## src/afd_pkg.sv

```systemverilog
/*
 * Package for the address and flag datapath: flag word layout, reset
 * value, addressing-mode and segment-select encodings, operation codes.
 * Assumes nothing of its surroundings beyond a SystemVerilog compiler.
 */
package afd_pkg;
	// ==========================================================
	// Flag word layout
	localparam int          AFD_FLAG_W     = 16;
	localparam int          AFD_CARRY_BIT  = 0;
	localparam int          AFD_PARITY_BIT = 2;
	localparam int          AFD_AUX_BIT    = 4;
	localparam int          AFD_ZERO_BIT   = 6;
	localparam int          AFD_SIGN_BIT   = 7;
	localparam int          AFD_TRAP_BIT   = 8;
	localparam int          AFD_IEN_BIT    = 9;
	localparam int          AFD_DIR_BIT    = 10;
	localparam int          AFD_OVF_BIT    = 11;
	// Bits holding a defined flag; all others are fixed
	localparam logic [15:0] AFD_FLAG_MASK  = 16'h0FD5;
	// Value shown in the undefined positions
	localparam logic [15:0] AFD_FIXED_VAL  = 16'h0000;
	localparam logic [15:0] AFD_FLAG_RST   = 16'h0000;

	// ==========================================================
	// Address widths
	localparam int          AFD_OFS_W      = 16;
	localparam int          AFD_PHYS_W     = 20;
	localparam int          AFD_SEG_SHIFT  = 4;
	localparam int          AFD_NIB_W      = 4;
	localparam int          AFD_BYTE_W     = 8;
	localparam logic [15:0] AFD_ONE        = 16'h0001;
	localparam logic [15:0] AFD_TWO        = 16'h0002;

	// ==========================================================
	// Operation selector for the flag unit
	typedef enum logic [1:0] {
		AFD_OP_ADD = 2'h0,
		AFD_OP_SUB = 2'h1,
		AFD_OP_LOG = 2'h2
	} afd_op_t;

	// Memory addressing mode
	typedef enum logic [2:0] {
		AFD_AM_DIRECT   = 3'h0,
		AFD_AM_INDIRECT = 3'h1,
		AFD_AM_BASED    = 3'h2,
		AFD_AM_INDEXED  = 3'h3,
		AFD_AM_BIDX     = 3'h4,
		AFD_AM_BIDX_D   = 3'h5
	} afd_mode_t;

	// Register picks: indirect chooses one of four, base and index of two
	typedef enum logic [1:0] {
		AFD_R_SRC  = 2'h0,
		AFD_R_DST  = 2'h1,
		AFD_R_BASE = 2'h2,
		AFD_R_FRM  = 2'h3
	} afd_reg_t;

	// Segment register select
	typedef enum logic [1:0] {
		AFD_SEG_EXTRA = 2'h0,
		AFD_SEG_CODE  = 2'h1,
		AFD_SEG_STACK = 2'h2,
		AFD_SEG_DATA  = 2'h3
	} afd_seg_t;

	// Kind of access requested
	typedef enum logic [1:0] {
		AFD_ACC_FETCH  = 2'h0,
		AFD_ACC_STACK  = 2'h1,
		AFD_ACC_STRDST = 2'h2,
		AFD_ACC_DATA   = 2'h3
	} afd_acc_t;

	// Address generator pipeline state
	typedef enum logic [1:0] {
		AFD_ST_IDLE = 2'b01,
		AFD_ST_DONE = 2'b10
	} afd_state_t;
endpackage

```

## src/afd_datapath.sv

```systemverilog
/*
 * Address and flag datapath: holds the 16-bit flag word, updates it from
 * arithmetic results, decides trap and interrupt acceptance, gives the
 * string step, and forms effective and 20-bit physical addresses.
 * Assumes the sequencer presents one request per strobe on sys_clk.
 */
`timescale 1ns/10ps
`default_nettype none
module afd_datapath
	import afd_pkg::*;
(
	// Clock and reset
	input  wire logic               sys_clk,
	input  wire logic               rst_b,
	// Flag word direct write
	input  wire logic               flag_wr,
	input  wire logic [15:0]        flag_wdata,
	// Arithmetic result update
	input  wire logic               alu_go,
	input  wire afd_pkg::afd_op_t   alu_op,
	input  wire logic               alu_word,
	input  wire logic [15:0]        alu_a,
	input  wire logic [15:0]        alu_b,
	// Instruction boundary and interrupt request
	input  wire logic               instr_end,
	input  wire logic               intr_req,
	// Address request
	input  wire logic               ag_go,
	input  wire afd_pkg::afd_acc_t  ag_acc,
	input  wire afd_pkg::afd_mode_t ag_mode,
	input  wire afd_pkg::afd_reg_t  ag_ind_reg,
	input  wire logic               ag_base_frm,
	input  wire logic               ag_idx_dst,
	input  wire logic               ag_disp_byte,
	input  wire logic [15:0]        ag_disp,
	input  wire logic               ag_ovr_en,
	input  wire afd_pkg::afd_seg_t  ag_ovr_seg,
	input  wire logic               ag_elem_word,
	// Register values
	input  wire logic [15:0]        base_reg_b,
	input  wire logic [15:0]        frame_base_reg,
	input  wire logic [15:0]        src_index_reg,
	input  wire logic [15:0]        dest_index_reg,
	input  wire logic [15:0]        code_segment_reg,
	input  wire logic [15:0]        stack_segment_reg,
	input  wire logic [15:0]        data_segment_reg,
	input  wire logic [15:0]        extra_segment_reg,
	// Flag word and results
	output logic [15:0]             processor_flag_word,
	output logic [15:0]             alu_result_r,
	output logic                    step_trap_r,
	output logic                    intr_take_r,
	output logic [15:0]             index_step_r,
	// Address results
	output logic                    ag_valid_r,
	output logic [15:0]             eff_addr_r,
	output logic [19:0]             phys_addr_r,
	output afd_pkg::afd_seg_t       seg_used_r
);
	import afd_pkg::*;

	logic [15:0]  flags_r;
	logic [15:0]  flags_nxt;
	logic [15:0]  calc_res;
	logic [5:0]   calc_flg;
	logic         step_armed_r;
	afd_state_t   ag_state_r;
	logic [15:0]  ea_nxt;
	afd_seg_t     seg_nxt;
	logic [15:0]  seg_val;

	// Sign-extends a byte displacement, else passes the word
	function automatic logic [15:0] afd_disp(input logic byt, input logic [15:0] d);
		afd_disp = byt ? {{AFD_BYTE_W{d[7]}}, d[7:0]} : d;
	endfunction

	// Picks one of the four offset registers
	function automatic logic [15:0] afd_pick(input afd_reg_t r, input logic [15:0] s,
		input logic [15:0] di, input logic [15:0] b, input logic [15:0] f);
		unique case (r)
			AFD_R_SRC:  afd_pick = s;
			AFD_R_DST:  afd_pick = di;
			AFD_R_BASE: afd_pick = b;
			AFD_R_FRM:  afd_pick = f;
		endcase
	endfunction

	// ==========================================================
	// Flag computation
	afd_flag_calc u_calc (
		.op_a        (alu_a),
		.op_b        (alu_b),
		.carry_in    (1'b0),
		.op_sel      (alu_op),
		.word_op     (alu_word),
		.result      (calc_res),
		.arith_flags (calc_flg)
	);

	// Next flag word; the trap clear outranks a simultaneous load
	always_comb
	begin
		flags_nxt = flags_r;
		if (flag_wr)
			flags_nxt = flag_wdata;
		if (alu_go)
		begin
			flags_nxt[AFD_CARRY_BIT]  = calc_flg[0];
			flags_nxt[AFD_PARITY_BIT] = calc_flg[1];
			flags_nxt[AFD_AUX_BIT]    = calc_flg[2];
			flags_nxt[AFD_ZERO_BIT]   = calc_flg[3];
			flags_nxt[AFD_SIGN_BIT]   = calc_flg[4];
			flags_nxt[AFD_OVF_BIT]    = calc_flg[5];
		end
		if (instr_end && step_armed_r)
			flags_nxt[AFD_TRAP_BIT] = 1'b0;
		flags_nxt = (flags_nxt & AFD_FLAG_MASK) | (AFD_FIXED_VAL & ~AFD_FLAG_MASK);
	end

	always_ff @(posedge sys_clk or negedge rst_b)
	begin
		if (!rst_b)
			flags_r <= AFD_FLAG_RST;
		else
			flags_r <= flags_nxt;
	end

	always_ff @(posedge sys_clk or negedge rst_b)
	begin
		if (!rst_b)
			alu_result_r <= 16'h0000;
		else if (alu_go)
			alu_result_r <= calc_res;
	end

	// ==========================================================
	// Trap and interrupt decisions at instruction boundaries
	// The trap is armed at one boundary so it fires after the next one
	always_ff @(posedge sys_clk or negedge rst_b)
	begin
		if (!rst_b)
		begin
			step_armed_r <= 1'b0;
			step_trap_r  <= 1'b0;
			intr_take_r  <= 1'b0;
		end
		else
		begin
			step_trap_r  <= instr_end & step_armed_r;
			if (instr_end)
				step_armed_r <= flags_r[AFD_TRAP_BIT] & ~step_armed_r;
			intr_take_r  <= instr_end & intr_req & flags_r[AFD_IEN_BIT];
		end
	end

	always_ff @(posedge sys_clk or negedge rst_b)
	begin
		if (!rst_b)
			index_step_r <= 16'h0000;
		else if (flags_r[AFD_DIR_BIT])
			index_step_r <= ag_elem_word ? -AFD_TWO : -AFD_ONE;
		else
			index_step_r <= ag_elem_word ? AFD_TWO : AFD_ONE;
	end

	// ==========================================================
	// Effective address and segment choice
	always_comb
	begin
		ea_nxt  = 16'h0000;
		seg_nxt = AFD_SEG_DATA;
		seg_val = data_segment_reg;
		unique case (ag_mode)
			AFD_AM_DIRECT:   ea_nxt = afd_disp(ag_disp_byte, ag_disp);
			AFD_AM_INDIRECT: ea_nxt = afd_pick(ag_ind_reg, src_index_reg, dest_index_reg,
				base_reg_b, frame_base_reg);
			AFD_AM_BASED:    ea_nxt = (ag_base_frm ? frame_base_reg : base_reg_b)
				+ afd_disp(ag_disp_byte, ag_disp);
			AFD_AM_INDEXED:  ea_nxt = (ag_idx_dst ? dest_index_reg : src_index_reg)
				+ afd_disp(ag_disp_byte, ag_disp);
			AFD_AM_BIDX:     ea_nxt = (ag_base_frm ? frame_base_reg : base_reg_b)
				+ (ag_idx_dst ? dest_index_reg : src_index_reg);
			AFD_AM_BIDX_D:   ea_nxt = (ag_base_frm ? frame_base_reg : base_reg_b)
				+ (ag_idx_dst ? dest_index_reg : src_index_reg)
				+ afd_disp(ag_disp_byte, ag_disp);
			default:         ea_nxt = 16'h0000;
		endcase
		// For data accesses, frame base as base register selects the stack segment when the mode uses a base term
		unique case (ag_acc)
			AFD_ACC_FETCH:  seg_nxt = AFD_SEG_CODE;
			AFD_ACC_STACK:  seg_nxt = AFD_SEG_STACK;
			AFD_ACC_STRDST: seg_nxt = AFD_SEG_EXTRA;
			AFD_ACC_DATA:   seg_nxt = ((ag_mode == AFD_AM_INDIRECT && ag_ind_reg == AFD_R_FRM)
				|| (ag_base_frm && (ag_mode == AFD_AM_BASED || ag_mode == AFD_AM_BIDX
				|| ag_mode == AFD_AM_BIDX_D))) ? AFD_SEG_STACK : AFD_SEG_DATA;
		endcase
		// override on memory operands; prefetch is never overridden
		if (ag_ovr_en && ag_acc != AFD_ACC_FETCH)
			seg_nxt = ag_ovr_seg;
		unique case (seg_nxt)
			AFD_SEG_EXTRA: seg_val = extra_segment_reg;
			AFD_SEG_CODE:  seg_val = code_segment_reg;
			AFD_SEG_STACK: seg_val = stack_segment_reg;
			AFD_SEG_DATA:  seg_val = data_segment_reg;
		endcase
	end

	// Address result registers, one cycle after the strobe
	always_ff @(posedge sys_clk or negedge rst_b)
	begin
		if (!rst_b)
		begin
			ag_state_r  <= AFD_ST_IDLE;
			eff_addr_r  <= 16'h0000;
			phys_addr_r <= 20'h00000;
			seg_used_r  <= AFD_SEG_DATA;
		end
		else if (ag_go)
		begin
			ag_state_r  <= AFD_ST_DONE;
			eff_addr_r  <= ea_nxt;
			seg_used_r  <= seg_nxt;
			phys_addr_r <= {seg_val, {AFD_SEG_SHIFT{1'b0}}} + {{AFD_SEG_SHIFT{1'b0}}, ea_nxt};
		end
		else
			ag_state_r  <= AFD_ST_IDLE;
	end

	always_comb
	begin
		processor_flag_word = flags_r;
		ag_valid_r          = (ag_state_r == AFD_ST_DONE);
	end

	// ==========================================================
	// Checks
	// Physical address rebuilt from the chosen segment input and the offset output
	property p_phys;
		@(posedge sys_clk) disable iff (!rst_b)
		ag_go |=> phys_addr_r == ({(seg_used_r == AFD_SEG_CODE) ? $past(code_segment_reg) :
			(seg_used_r == AFD_SEG_STACK) ? $past(stack_segment_reg) :
			(seg_used_r == AFD_SEG_EXTRA) ? $past(extra_segment_reg) : $past(data_segment_reg),
			4'h0} + {4'h0, eff_addr_r});
	endproperty
	a_phys: assert property (p_phys) else $error("phys addr wrong");
	property p_zero;
		@(posedge sys_clk) disable iff (!rst_b)
		alu_go |=> flags_r[AFD_ZERO_BIT] == (alu_result_r == 16'h0000);
	endproperty
	a_zero: assert property (p_zero) else $error("zero flag wrong");
	property p_fixed;
		@(posedge sys_clk) disable iff (!rst_b)
		flag_wr |=> (flags_r & ~AFD_FLAG_MASK) == (AFD_FIXED_VAL & ~AFD_FLAG_MASK);
	endproperty
	a_fixed: assert property (p_fixed) else $error("reserved bits moved");
	property p_intr;
		@(posedge sys_clk) disable iff (!rst_b)
		intr_take_r |-> $past(instr_end) && $past(flags_r[AFD_IEN_BIT]) && $past(intr_req);
	endproperty
	a_intr: assert property (p_intr) else $error("masked interrupt taken");
	property p_trap;
		@(posedge sys_clk) disable iff (!rst_b)
		step_trap_r |-> !flags_r[AFD_TRAP_BIT];
	endproperty
	a_trap: assert property (p_trap) else $error("trap not cleared");
	property p_code;
		@(posedge sys_clk) disable iff (!rst_b)
		ag_go && ag_acc == AFD_ACC_FETCH |=> seg_used_r == AFD_SEG_CODE;
	endproperty
	a_code: assert property (p_code) else $error("fetch not code");
	property p_extra;
		@(posedge sys_clk) disable iff (!rst_b)
		ag_go && ag_acc == AFD_ACC_STRDST && !ag_ovr_en |=> seg_used_r == AFD_SEG_EXTRA;
	endproperty
	a_extra: assert property (p_extra) else $error("string dest not extra");
	property p_direct;
		@(posedge sys_clk) disable iff (!rst_b)
		ag_go && ag_mode == AFD_AM_DIRECT && ag_disp_byte |=>
			eff_addr_r == {{8{$past(ag_disp[7])}}, $past(ag_disp[7:0])};
	endproperty
	a_direct: assert property (p_direct) else $error("direct sext wrong");
	property p_dir;
		@(posedge sys_clk) disable iff (!rst_b)
		flags_r[AFD_DIR_BIT] && $stable(flags_r[AFD_DIR_BIT]) |=> index_step_r[15];
	endproperty
	a_dir: assert property (p_dir) else $error("direction step wrong");
	c_trap: cover property (@(posedge sys_clk) step_trap_r);
	c_intr: cover property (@(posedge sys_clk) intr_take_r);
	c_ovr:  cover property (@(posedge sys_clk) ag_go && ag_ovr_en);
endmodule
`default_nettype wire

```

## src/afd_flag_calc.sv

```systemverilog
/*
 * Combinational flag calculator: carry, parity, auxiliary carry, zero,
 * sign and overflow of an add, subtract or logical result, byte or word.
 * Assumes operands are stable in the cycle the parent samples them.
 */
`timescale 1ns/10ps
`default_nettype none
module afd_flag_calc
	import afd_pkg::*;
(
	// Operands
	input  wire logic [15:0]   op_a,
	input  wire logic [15:0]   op_b,
	input  wire logic          carry_in,
	input  wire afd_pkg::afd_op_t op_sel,
	input  wire logic          word_op,
	// Results
	output logic [15:0]        result,
	output logic [5:0]         arith_flags
);
	import afd_pkg::*;

	logic [16:0] sum_w;
	logic [4:0]  nib;
	logic        msb_c;
	logic        sgn;
	logic        ovf;
	logic [15:0] res;

	// ==========================================================
	// Adder with byte or word carry point
	always_comb
	begin
		sum_w = 17'h00000;
		nib   = 5'h00;
		res   = 16'h0000;
		msb_c = 1'b0;
		ovf   = 1'b0;
		unique case (op_sel)
			AFD_OP_ADD:
			begin
				sum_w = {1'b0, op_a} + {1'b0, op_b} + {16'h0000, carry_in};
				nib   = {1'b0, op_a[3:0]} + {1'b0, op_b[3:0]} + {4'h0, carry_in};
			end
			AFD_OP_SUB:
			begin
				sum_w = {1'b0, op_a} - {1'b0, op_b} - {16'h0000, carry_in};
				nib   = {1'b0, op_a[3:0]} - {1'b0, op_b[3:0]} - {4'h0, carry_in};
			end
			default:
			begin
				sum_w = {1'b0, op_a & op_b};
			end
		endcase
		res = sum_w[15:0];
		if (op_sel != AFD_OP_LOG)
		begin
			msb_c = word_op ? sum_w[16] : (sum_w[8] ^ op_a[8] ^ op_b[8]);
			if (word_op)
				ovf = (op_a[15] ^ res[15]) & ~(op_a[15] ^ op_b[15] ^ (op_sel == AFD_OP_SUB));
			else
				ovf = (op_a[7] ^ res[7]) & ~(op_a[7] ^ op_b[7] ^ (op_sel == AFD_OP_SUB));
		end
	end

	// ==========================================================
	// Flags packed as {ovf, sign, zero, aux, parity, carry}
	always_comb
	begin
		sgn    = word_op ? res[15] : res[7];
		result = word_op ? res : {8'h00, res[7:0]};
		arith_flags[0] = msb_c;
		// even count of ones in low byte
		arith_flags[1] = ~(^res[7:0]);
		arith_flags[2] = (op_sel != AFD_OP_LOG) & nib[4];
		arith_flags[3] = word_op ? (res == 16'h0000) : (res[7:0] == 8'h00);
		arith_flags[4] = sgn;
		arith_flags[5] = ovf;
	end
endmodule
`default_nettype wire

```

## config.mk

```make
export PLATFORM = sky130hd
export DESIGN_NAME = afd_datapath
export DESIGN_NICKNAME = d
export VERILOG_FILES = /design/src/afd_pkg.sv /design/src/afd_datapath.sv /design/src/afd_flag_calc.sv
export SDC_FILE = /design/constraint.sdc
export NUM_CORES = 1
export LEC_CHECK = 0
export BUFFER_PORTS_ARGS = -buffer_cell sky130_fd_sc_hd__buf_4
export CAP_MARGIN = 20
export CORE_ASPECT_RATIO = 2
export CORE_MARGIN = 2
export CORE_UTILIZATION = 37
export CTS_BUF_LIST = sky130_fd_sc_hd__clkbuf_4 sky130_fd_sc_hd__clkbuf_8
export CTS_CLUSTER_DIAMETER = 120
export CTS_CLUSTER_SIZE = 40
export DETAILED_ROUTE_END_ITERATION = 10
export PLACE_DENSITY = 0.7
export SLEW_MARGIN = 25
export SYNTH_ARGS = -nofsm -noshare
export SYNTH_HDL_FRONTEND = slang
export SYNTH_SLANG_ARGS = --single-unit
export TNS_END_PERCENT = 1
```

## constraint.sdc

```tcl
create_clock -name sys_clk -period 1.22 [get_ports sys_clk]
set_input_delay 0.183 -clock sys_clk [delete_from_list [all_inputs] [get_ports sys_clk]]
set_output_delay 0.183 -clock sys_clk [all_outputs]
set_load 0.1 [all_outputs]
```

# After elaboration in Yosys (flattened, before gate mapping)
# Cells that the tools add are included.
word_totals:
  reg_bits: 84
  in_bits: 216
  out_inout_bits: 89
  wordCells: 105
classes:
  add_sub_neg: 9
  n_eq_ne: 17
  mux: 29
  bitwise: 20
  reduce_logical: 18
ops:
  columns: ["op", "count"]
  rows:
  - ["16-bit one-hot mux with 4 select lines", 2]
  - ["16-bit one-hot mux with 6 select lines", 1]
  - ["16-bit 2-to-1 mux", 5]
  - ["16-bit adder", 4]
  - ["17-bit one-hot mux with 2 select lines", 1]
  - ["20-bit by 16-bit adder with 20-bit output", 1]
  - ["16-bit by 16-bit adder with 17-bit output", 1]
  - ["16-bit by 16-bit subtractor with 17-bit output", 1]
  - ["16-bit bitwise AND", 1]
  - ["16-bit logical NOT", 1]
  - ["2-bit equality test (second input constant)", 7]
  - ["1-bit 2-to-1 mux", 13]
  - ["12-bit 2-to-1 mux", 1]
  - ["5-bit one-hot mux with 2 select lines", 1]
  - ["2-bit by 1-bit equality test with 1-bit output (second input constant)", 4]
  - ["2-bit logical NOT", 4]
  - ["8-bit logical NOT", 1]
  - ["2-bit 2-to-1 mux", 4]
  - ["2-bit one-hot mux with 4 select lines", 1]
  - ["8-bit parity", 1]
  - ["1-bit XOR", 8]
  - ["1-bit bitwise AND", 7]
  - ["3-bit by 2-bit equality test with 1-bit output (second input constant)", 2]
  - ["3-bit equality test (second input constant)", 2]
  - ["9 further kinds", 19]

# Longest topological paths before layout
logic_depth:
  word_depth: 11
  mapped_depth: 29
  depth_no_buf: 27

# Cells and area by module
# From an unflattened synthesis, not the netlist that was laid out.
unflattened:
  hier_cells: 1118
  hier_area_um2: 9495.4
by_module_without_submodules:
  columns: ["module", "instances", "cells_per_inst", "area_each_um2", "seq_area_each_um2"]
  rows:
  - ["afd_datapath", 1, 741, 6802.8, 1680.4]
  - ["afd_flag_calc", 1, 377, 2692.6, 0.0]

# Worst setup path after synthesis
# OpenSTA, ideal clock, no wires.
synth_timing:
  path_type: "input -> register"
  start: "input ag_idx_dst"
  end: "register phys_addr_r[16]"
  setup_time_ns: 0.125
  arrival_ns: 5.583
  path_slack_ns: -4.488
  stages: 27
  cell_sequence: "clkbuf_1 > buf_1 > mux2_2 > ha_1 > inv_1 > fa_1 > nor2b_1 > o21a_1 > o21a_1 > o211ai_1 > a21oi_1 > nor2_1 > xnor2_1 > a221o_1 > ha_1 > or2_2 > a21oi_1 > a31o_2 > xnor2_1 > a211o_1 > ha_1 > and3_1 > a21oi_1 > a21boi_0 > a21oi_1 > xnor2_1 > mux2_2"
synth_via:
  elab_chain_cells: 5
synth_rtl:
  columns: ["item", "line", "text"]
  rows:
  - ["start, declared", "afd_datapath.sv:33", "input wire logic ag_idx_dst,"]
  - ["16-bit 2-to-1 mux *", "afd_datapath.sv:179, afd_datapath.sv:182, afd_datapath.sv:184", null]
  - ["16-bit adder", "afd_datapath.sv:182, afd_datapath.sv:184", null]
  - ["16-bit adder", "afd_datapath.sv:185", "+ afd_disp(ag_disp_byte, ag_disp);"]
  - ["16-bit one-hot mux with 6 select lines *", "afd_datapath.sv:173", "unique case (ag_mode)"]
  - ["net ea_nxt[12]", "afd_datapath.sv:68", "logic [15:0] ea_nxt;"]
  - ["20-bit by 16-bit adder with 20-bit output *", "afd_datapath.sv:223", "phys_addr_r <= {seg_val, {AFD_SEG_SHIFT{1'b0}}} + {{AFD_SEG_SHIFT{1'b0}}, ea_nxt};"]
  - ["end signal, assigned", "afd_datapath.sv:223", null]
  - ["end, declared", "afd_datapath.sv:57", "output logic [19:0] phys_addr_r,"]
# The timed path passes the listed nets; every way through them passes the cells marked *.
# A chain may end at the register's enable or synchronous reset.

# Final worst setup path
layout_timing:
  start: "input ag_idx_dst"
  end: "register phys_addr_r[15]"
# The elaborated chain is that of the path after synthesis.

==> results by group <==
Logic synthesis
  – Proportion of synthesized chip area in sequential cells: 0.197
  – Count of state elements after synthesis: 67
  – EDFF count, synth: 0
  – Warning count from the yosys run: 0
  – Number of different library cells in the post-synthesis netlist: 80
  – Fraction of synthesized cell area taken by the top area cell type: 0.187
  – Netlist area before placement: 8540 um2
  – Commonest cells in the netlist: sky130_fd_sc_hd__nor2_1 (101), sky130_fd_sc_hd__a21oi_1 (83), sky130_fd_sc_hd__ha_1 (67)
  – Share of flip-flops with an asynchronous set or reset after synthesis: 1.00
  – Instance count of the mapped netlist: 1018
  – Top area cells in the synthesized netlist: sky130_fd_sc_hd__dfrtp_1 (19%), sky130_fd_sc_hd__ha_1 (9.8%), sky130_fd_sc_hd__mux2_2 (8.3%)
  – Cell with the most instances after synthesis: sky130_fd_sc_hd__nor2_1
  – Per-instance average area after synthesis: 8.39 um2
  – Cell type with the highest aggregate area in the netlist: sky130_fd_sc_hd__dfrtp_1
  – Post-synth top flop: sky130_fd_sc_hd__dfrtp_1

Hold path
  – Min-Delay Startpoint: intr_req
  – Tightest Hold Check Type: in2reg

STA
  – Final setup slack of the worst path: -3.72 ns
  – Maximum frequency from static timing analysis: 202 MHz
  – Normalized max-slew margin: 0.363
  – Least-Margin Pin Slew: 0.946 ns
  – Hold violation count in the final report: 0
  – Final slew viol count: 0
  – RSZ-0062 raised after global routing: yes
  – Final worst clock skew: 0.00953 ns
  – Fraction of the cycle the final worst path needs: 4.05
  – Clock period minus worst slack: 4.94 ns
  – Count of endpoints failing setup in the final report: 85

Global routing
  – Maximum number of pins on one net before global-route repair: 68
  – Total grt overflow: 0
  – Wire length of the first global-routing pass: 56100 um
  – Tot GR Track Use: 0.295
  – Antenna violations before repair: 1
  – Number of global-route vias before repair: 11000

Critical path
  – Launch point of the critical path: ag_idx_dst
  – Slowest library cell on the worst path: sky130_fd_sc_hd__a221o_1
  – Crit path capture type: register
  – Critical path start-end classification: in2reg
  – Highest net fanout along the worst path: 7
  – Reg2Reg Launch Point: processor_flag_word[11]
  – Worst path max stage delay: 0.37 ns
  – Data arrival, critical path: 5.22 ns
  – Required time of the critical path: 1.50 ns
  – Critical path launch point type: input port

Pwr
  – Clock share of power: 0.109
  – Switching component of the power: 10400 uW
  – Final total power: 20700 uW
  – Cell-internal power: 10200 uW
  – Switching portion of total power: 0.505
  – Worst ir drop on vdd: 1.42 mV
  – Leakage power: 0.00696 uW
  – PwrDens: 1420 nW/um2
  – Gate power share: 0.732
  – Sequential share of power: 0.160

Floorplanning
  – Die Span Y: 219 um
  – Die Outline Area: 24400 um2
  – Chip width: 111 um
  – Starting density of the core: 0.377
  – Cell Rows: 78
  – Count of boundary I/O pins: 305
  – Area of the core: 22600 um2

Clock network
  – Cell at the root of the clock tree: sky130_fd_sc_hd__clkbuf_8
  – Clock slew at the register clock pins of the worst setup and hold paths: 0.09 ns
  – CTS sink count: 67
  – TritonCTS clock tree: done
  – Longest Clk Path Bufs: 2
  – TritonCTS buffer count: 9
  – Latest clock arrival within the worst-skew pair: 0.41 ns
  – H-tree lvl count: 3

Placed design
  – Cell area after placement: 13000 um2
  – IO Port Bufs: 290
  – Detailed-placement wirelength estimate: 30300 um
  – Placed insts: 1802
  – RePlAce Congestion: 0.972
  – Post-Place Setup Slack: -4.35 ns

Layout
  – Area growth syn-to-layout: 70.8%
  – # nets final: 1844
  – Final cell area excluding filler cells: 14600 um2
  – Final cell utilization of the core: 0.645
  – Fill cell total of the finished layout: 1791
  – Non-filler instance count after layout: 1843
  – Fraction of final layout cells with drive strength greater than 1: 0.517

Job
  – Max-cap violations: 0

Drt
  – Number of design-rule violations left by the first detailed-router iteration: 523
  – Via-per-instance ratio: 5.64
  – Number of iterations in the first detailed-routing pass: 9
  – Residual antenna-violating net count after detailed routing: 0
  – Post-Route WL: 37700 um
  – Number of vias in the routed layout: 10400
  – DRC violations left: 0
  – Post-detailed-route wirelength per cell: 20.5 um

Outcome
  – Failing checks: setup timing
  – Outcome: complete, but fails checks
## cell families (layout without fill, tap and decap cells)
kind of cell,count (synthesis),after routing,synth area share
AOI/OAI and AO/OA,284,284,0.227
other,1,8,0.000439
xor gates and xnor gates,65,65,0.0682
buffers and inverters,120,658,0.0643
muxes,114,114,0.167
DFF,67,67,0.197
adders and majority gates,71,71,0.107
and+or+nand+nor,296,296,0.169
## stage by stage
step | setup TNS (ns) | hold WS, ns
6_report | -115.57 | 0.0219
5_1_grt | -124.54 | 0.0205
4_1_cts | -113.84 | 0.00880
3_5_place_dp | -142.25 | 0.229
3_3_place_gp | -139.22 | 0.226
2_1_floorplan | -130.47 | -0.113
## critical path, delay by kind of cell
kind,cells,cell delay [ns]
compound gates,10,1.76
xor+xnor,3,0.43
fa+ha+maj,4,0.98
buf+inv,6,0.73
mux,2,0.59
simple gates,4,0.51
## layer usage
metal	wire, um	GRT usage	share of wire
met5	0	0	0
met1	11400	0.242	0.30
met2	21400	0.603	0.57
met4	3000	0.215	0.080
met3	1940	0.0541	0.051
## sequential cells by signal, summed over array words and instances, names as in the netlist
register / flops
ag_state_r: 2
alu_result_r: 16
eff_addr_r: 16
index_step_r: 3
intr_take_r: 1
phys_addr_r: 16
processor_flag_word: 9
seg_used_r: 2
step_armed_r: 1
step_trap_r: 1
## power groups by stage
stage | Clock (uW) | Combinational [uW] | Sequential [uW]
CTS | 2300 | 14300 | 3250
detailed placement | 0 | 13200 | 3120
floorplan | 0 | 5130 | 6690
global placement | 0 | 13100 | 3110
global route | 2350 | 15800 | 3350
finish | 2250 | 15100 | 3300
## layout by cell type, fill, tap and decap left out, types with 9 or more instances in the layout
cell,count
sky130_fd_sc_hd__xnor2_1,42
sky130_fd_sc_hd__a21oi_1,70
sky130_fd_sc_hd__clkbuf_8,9
sky130_fd_sc_hd__nor2_1,95
sky130_fd_sc_hd__and3_1,23
sky130_fd_sc_hd__mux2_2,59
sky130_fd_sc_hd__ha_4,12
sky130_fd_sc_hd__nand2_1,48
sky130_fd_sc_hd__o21ai_0,30
sky130_fd_sc_hd__a221o_1,16
sky130_fd_sc_hd__o21ai_2,9
sky130_fd_sc_hd__o21ai_1,11
sky130_fd_sc_hd__xor2_1,21
sky130_fd_sc_hd__o211ai_1,12
sky130_fd_sc_hd__inv_1,47
sky130_fd_sc_hd__o21a_1,9
sky130_fd_sc_hd__buf_6,38
sky130_fd_sc_hd__buf_4,500
sky130_fd_sc_hd__mux2i_1,32
sky130_fd_sc_hd__a31oi_1,9
sky130_fd_sc_hd__ha_1,52
sky130_fd_sc_hd__nor3_1,25
sky130_fd_sc_hd__a21o_1,18
sky130_fd_sc_hd__dfrtp_1,58
sky130_fd_sc_hd__mux4_2,16
sky130_fd_sc_hd__a21oi_2,12
sky130_fd_sc_hd__nand3_1,22
sky130_fd_sc_hd__buf_12,40
## what timing repair did
action | CTS | global route
setup endpoints to repair | 133 | 109
pin swaps | 40 | 60
gates resized for setup | 187 | 92
endpoints found under the hold margin | 69 | 0
buffers inserted | 14 | 5
hold buffers | 5 | 0
## area by class of cell
| cell class | count | area (um2) | share of cell area |
|---|---|---|---|
| Multi-Input combinational cell | 837 | 6990 | 0.479 |
| Timing Repair Buffer | 591 | 5150 | 0.353 |
| Sequential cell | 67 | 1690 | 0.116 |
| Tap cell | 280 | 350 | 0.0240 |
| Inverter | 51 | 191 | 0.0131 |
| Clock buffer | 9 | 124 | 0.00849 |
| Clock inverter | 7 | 100 | 0.00686 |
| Antenna cell | 1 | 2.50 | 0.000171 |
## path summary, 6_finish.rpt
kind / end / slack, ns / cells past startpoint
worst min register to register: index_step_r[14] / 0.46 / 0
max in group asynchronous: ag_state_r[0] / 0.52 / 3
worst max-delay path: phys_addr_r[15] / -3.72 / 29
worst max register to register: processor_flag_word[11] / 0.15 / 4
worst min-delay path: intr_take_r / 0.02 / 2
min in group asynchronous: alu_result_r[0] / 0.32 / 3
(Power assumes the default switching activity.)
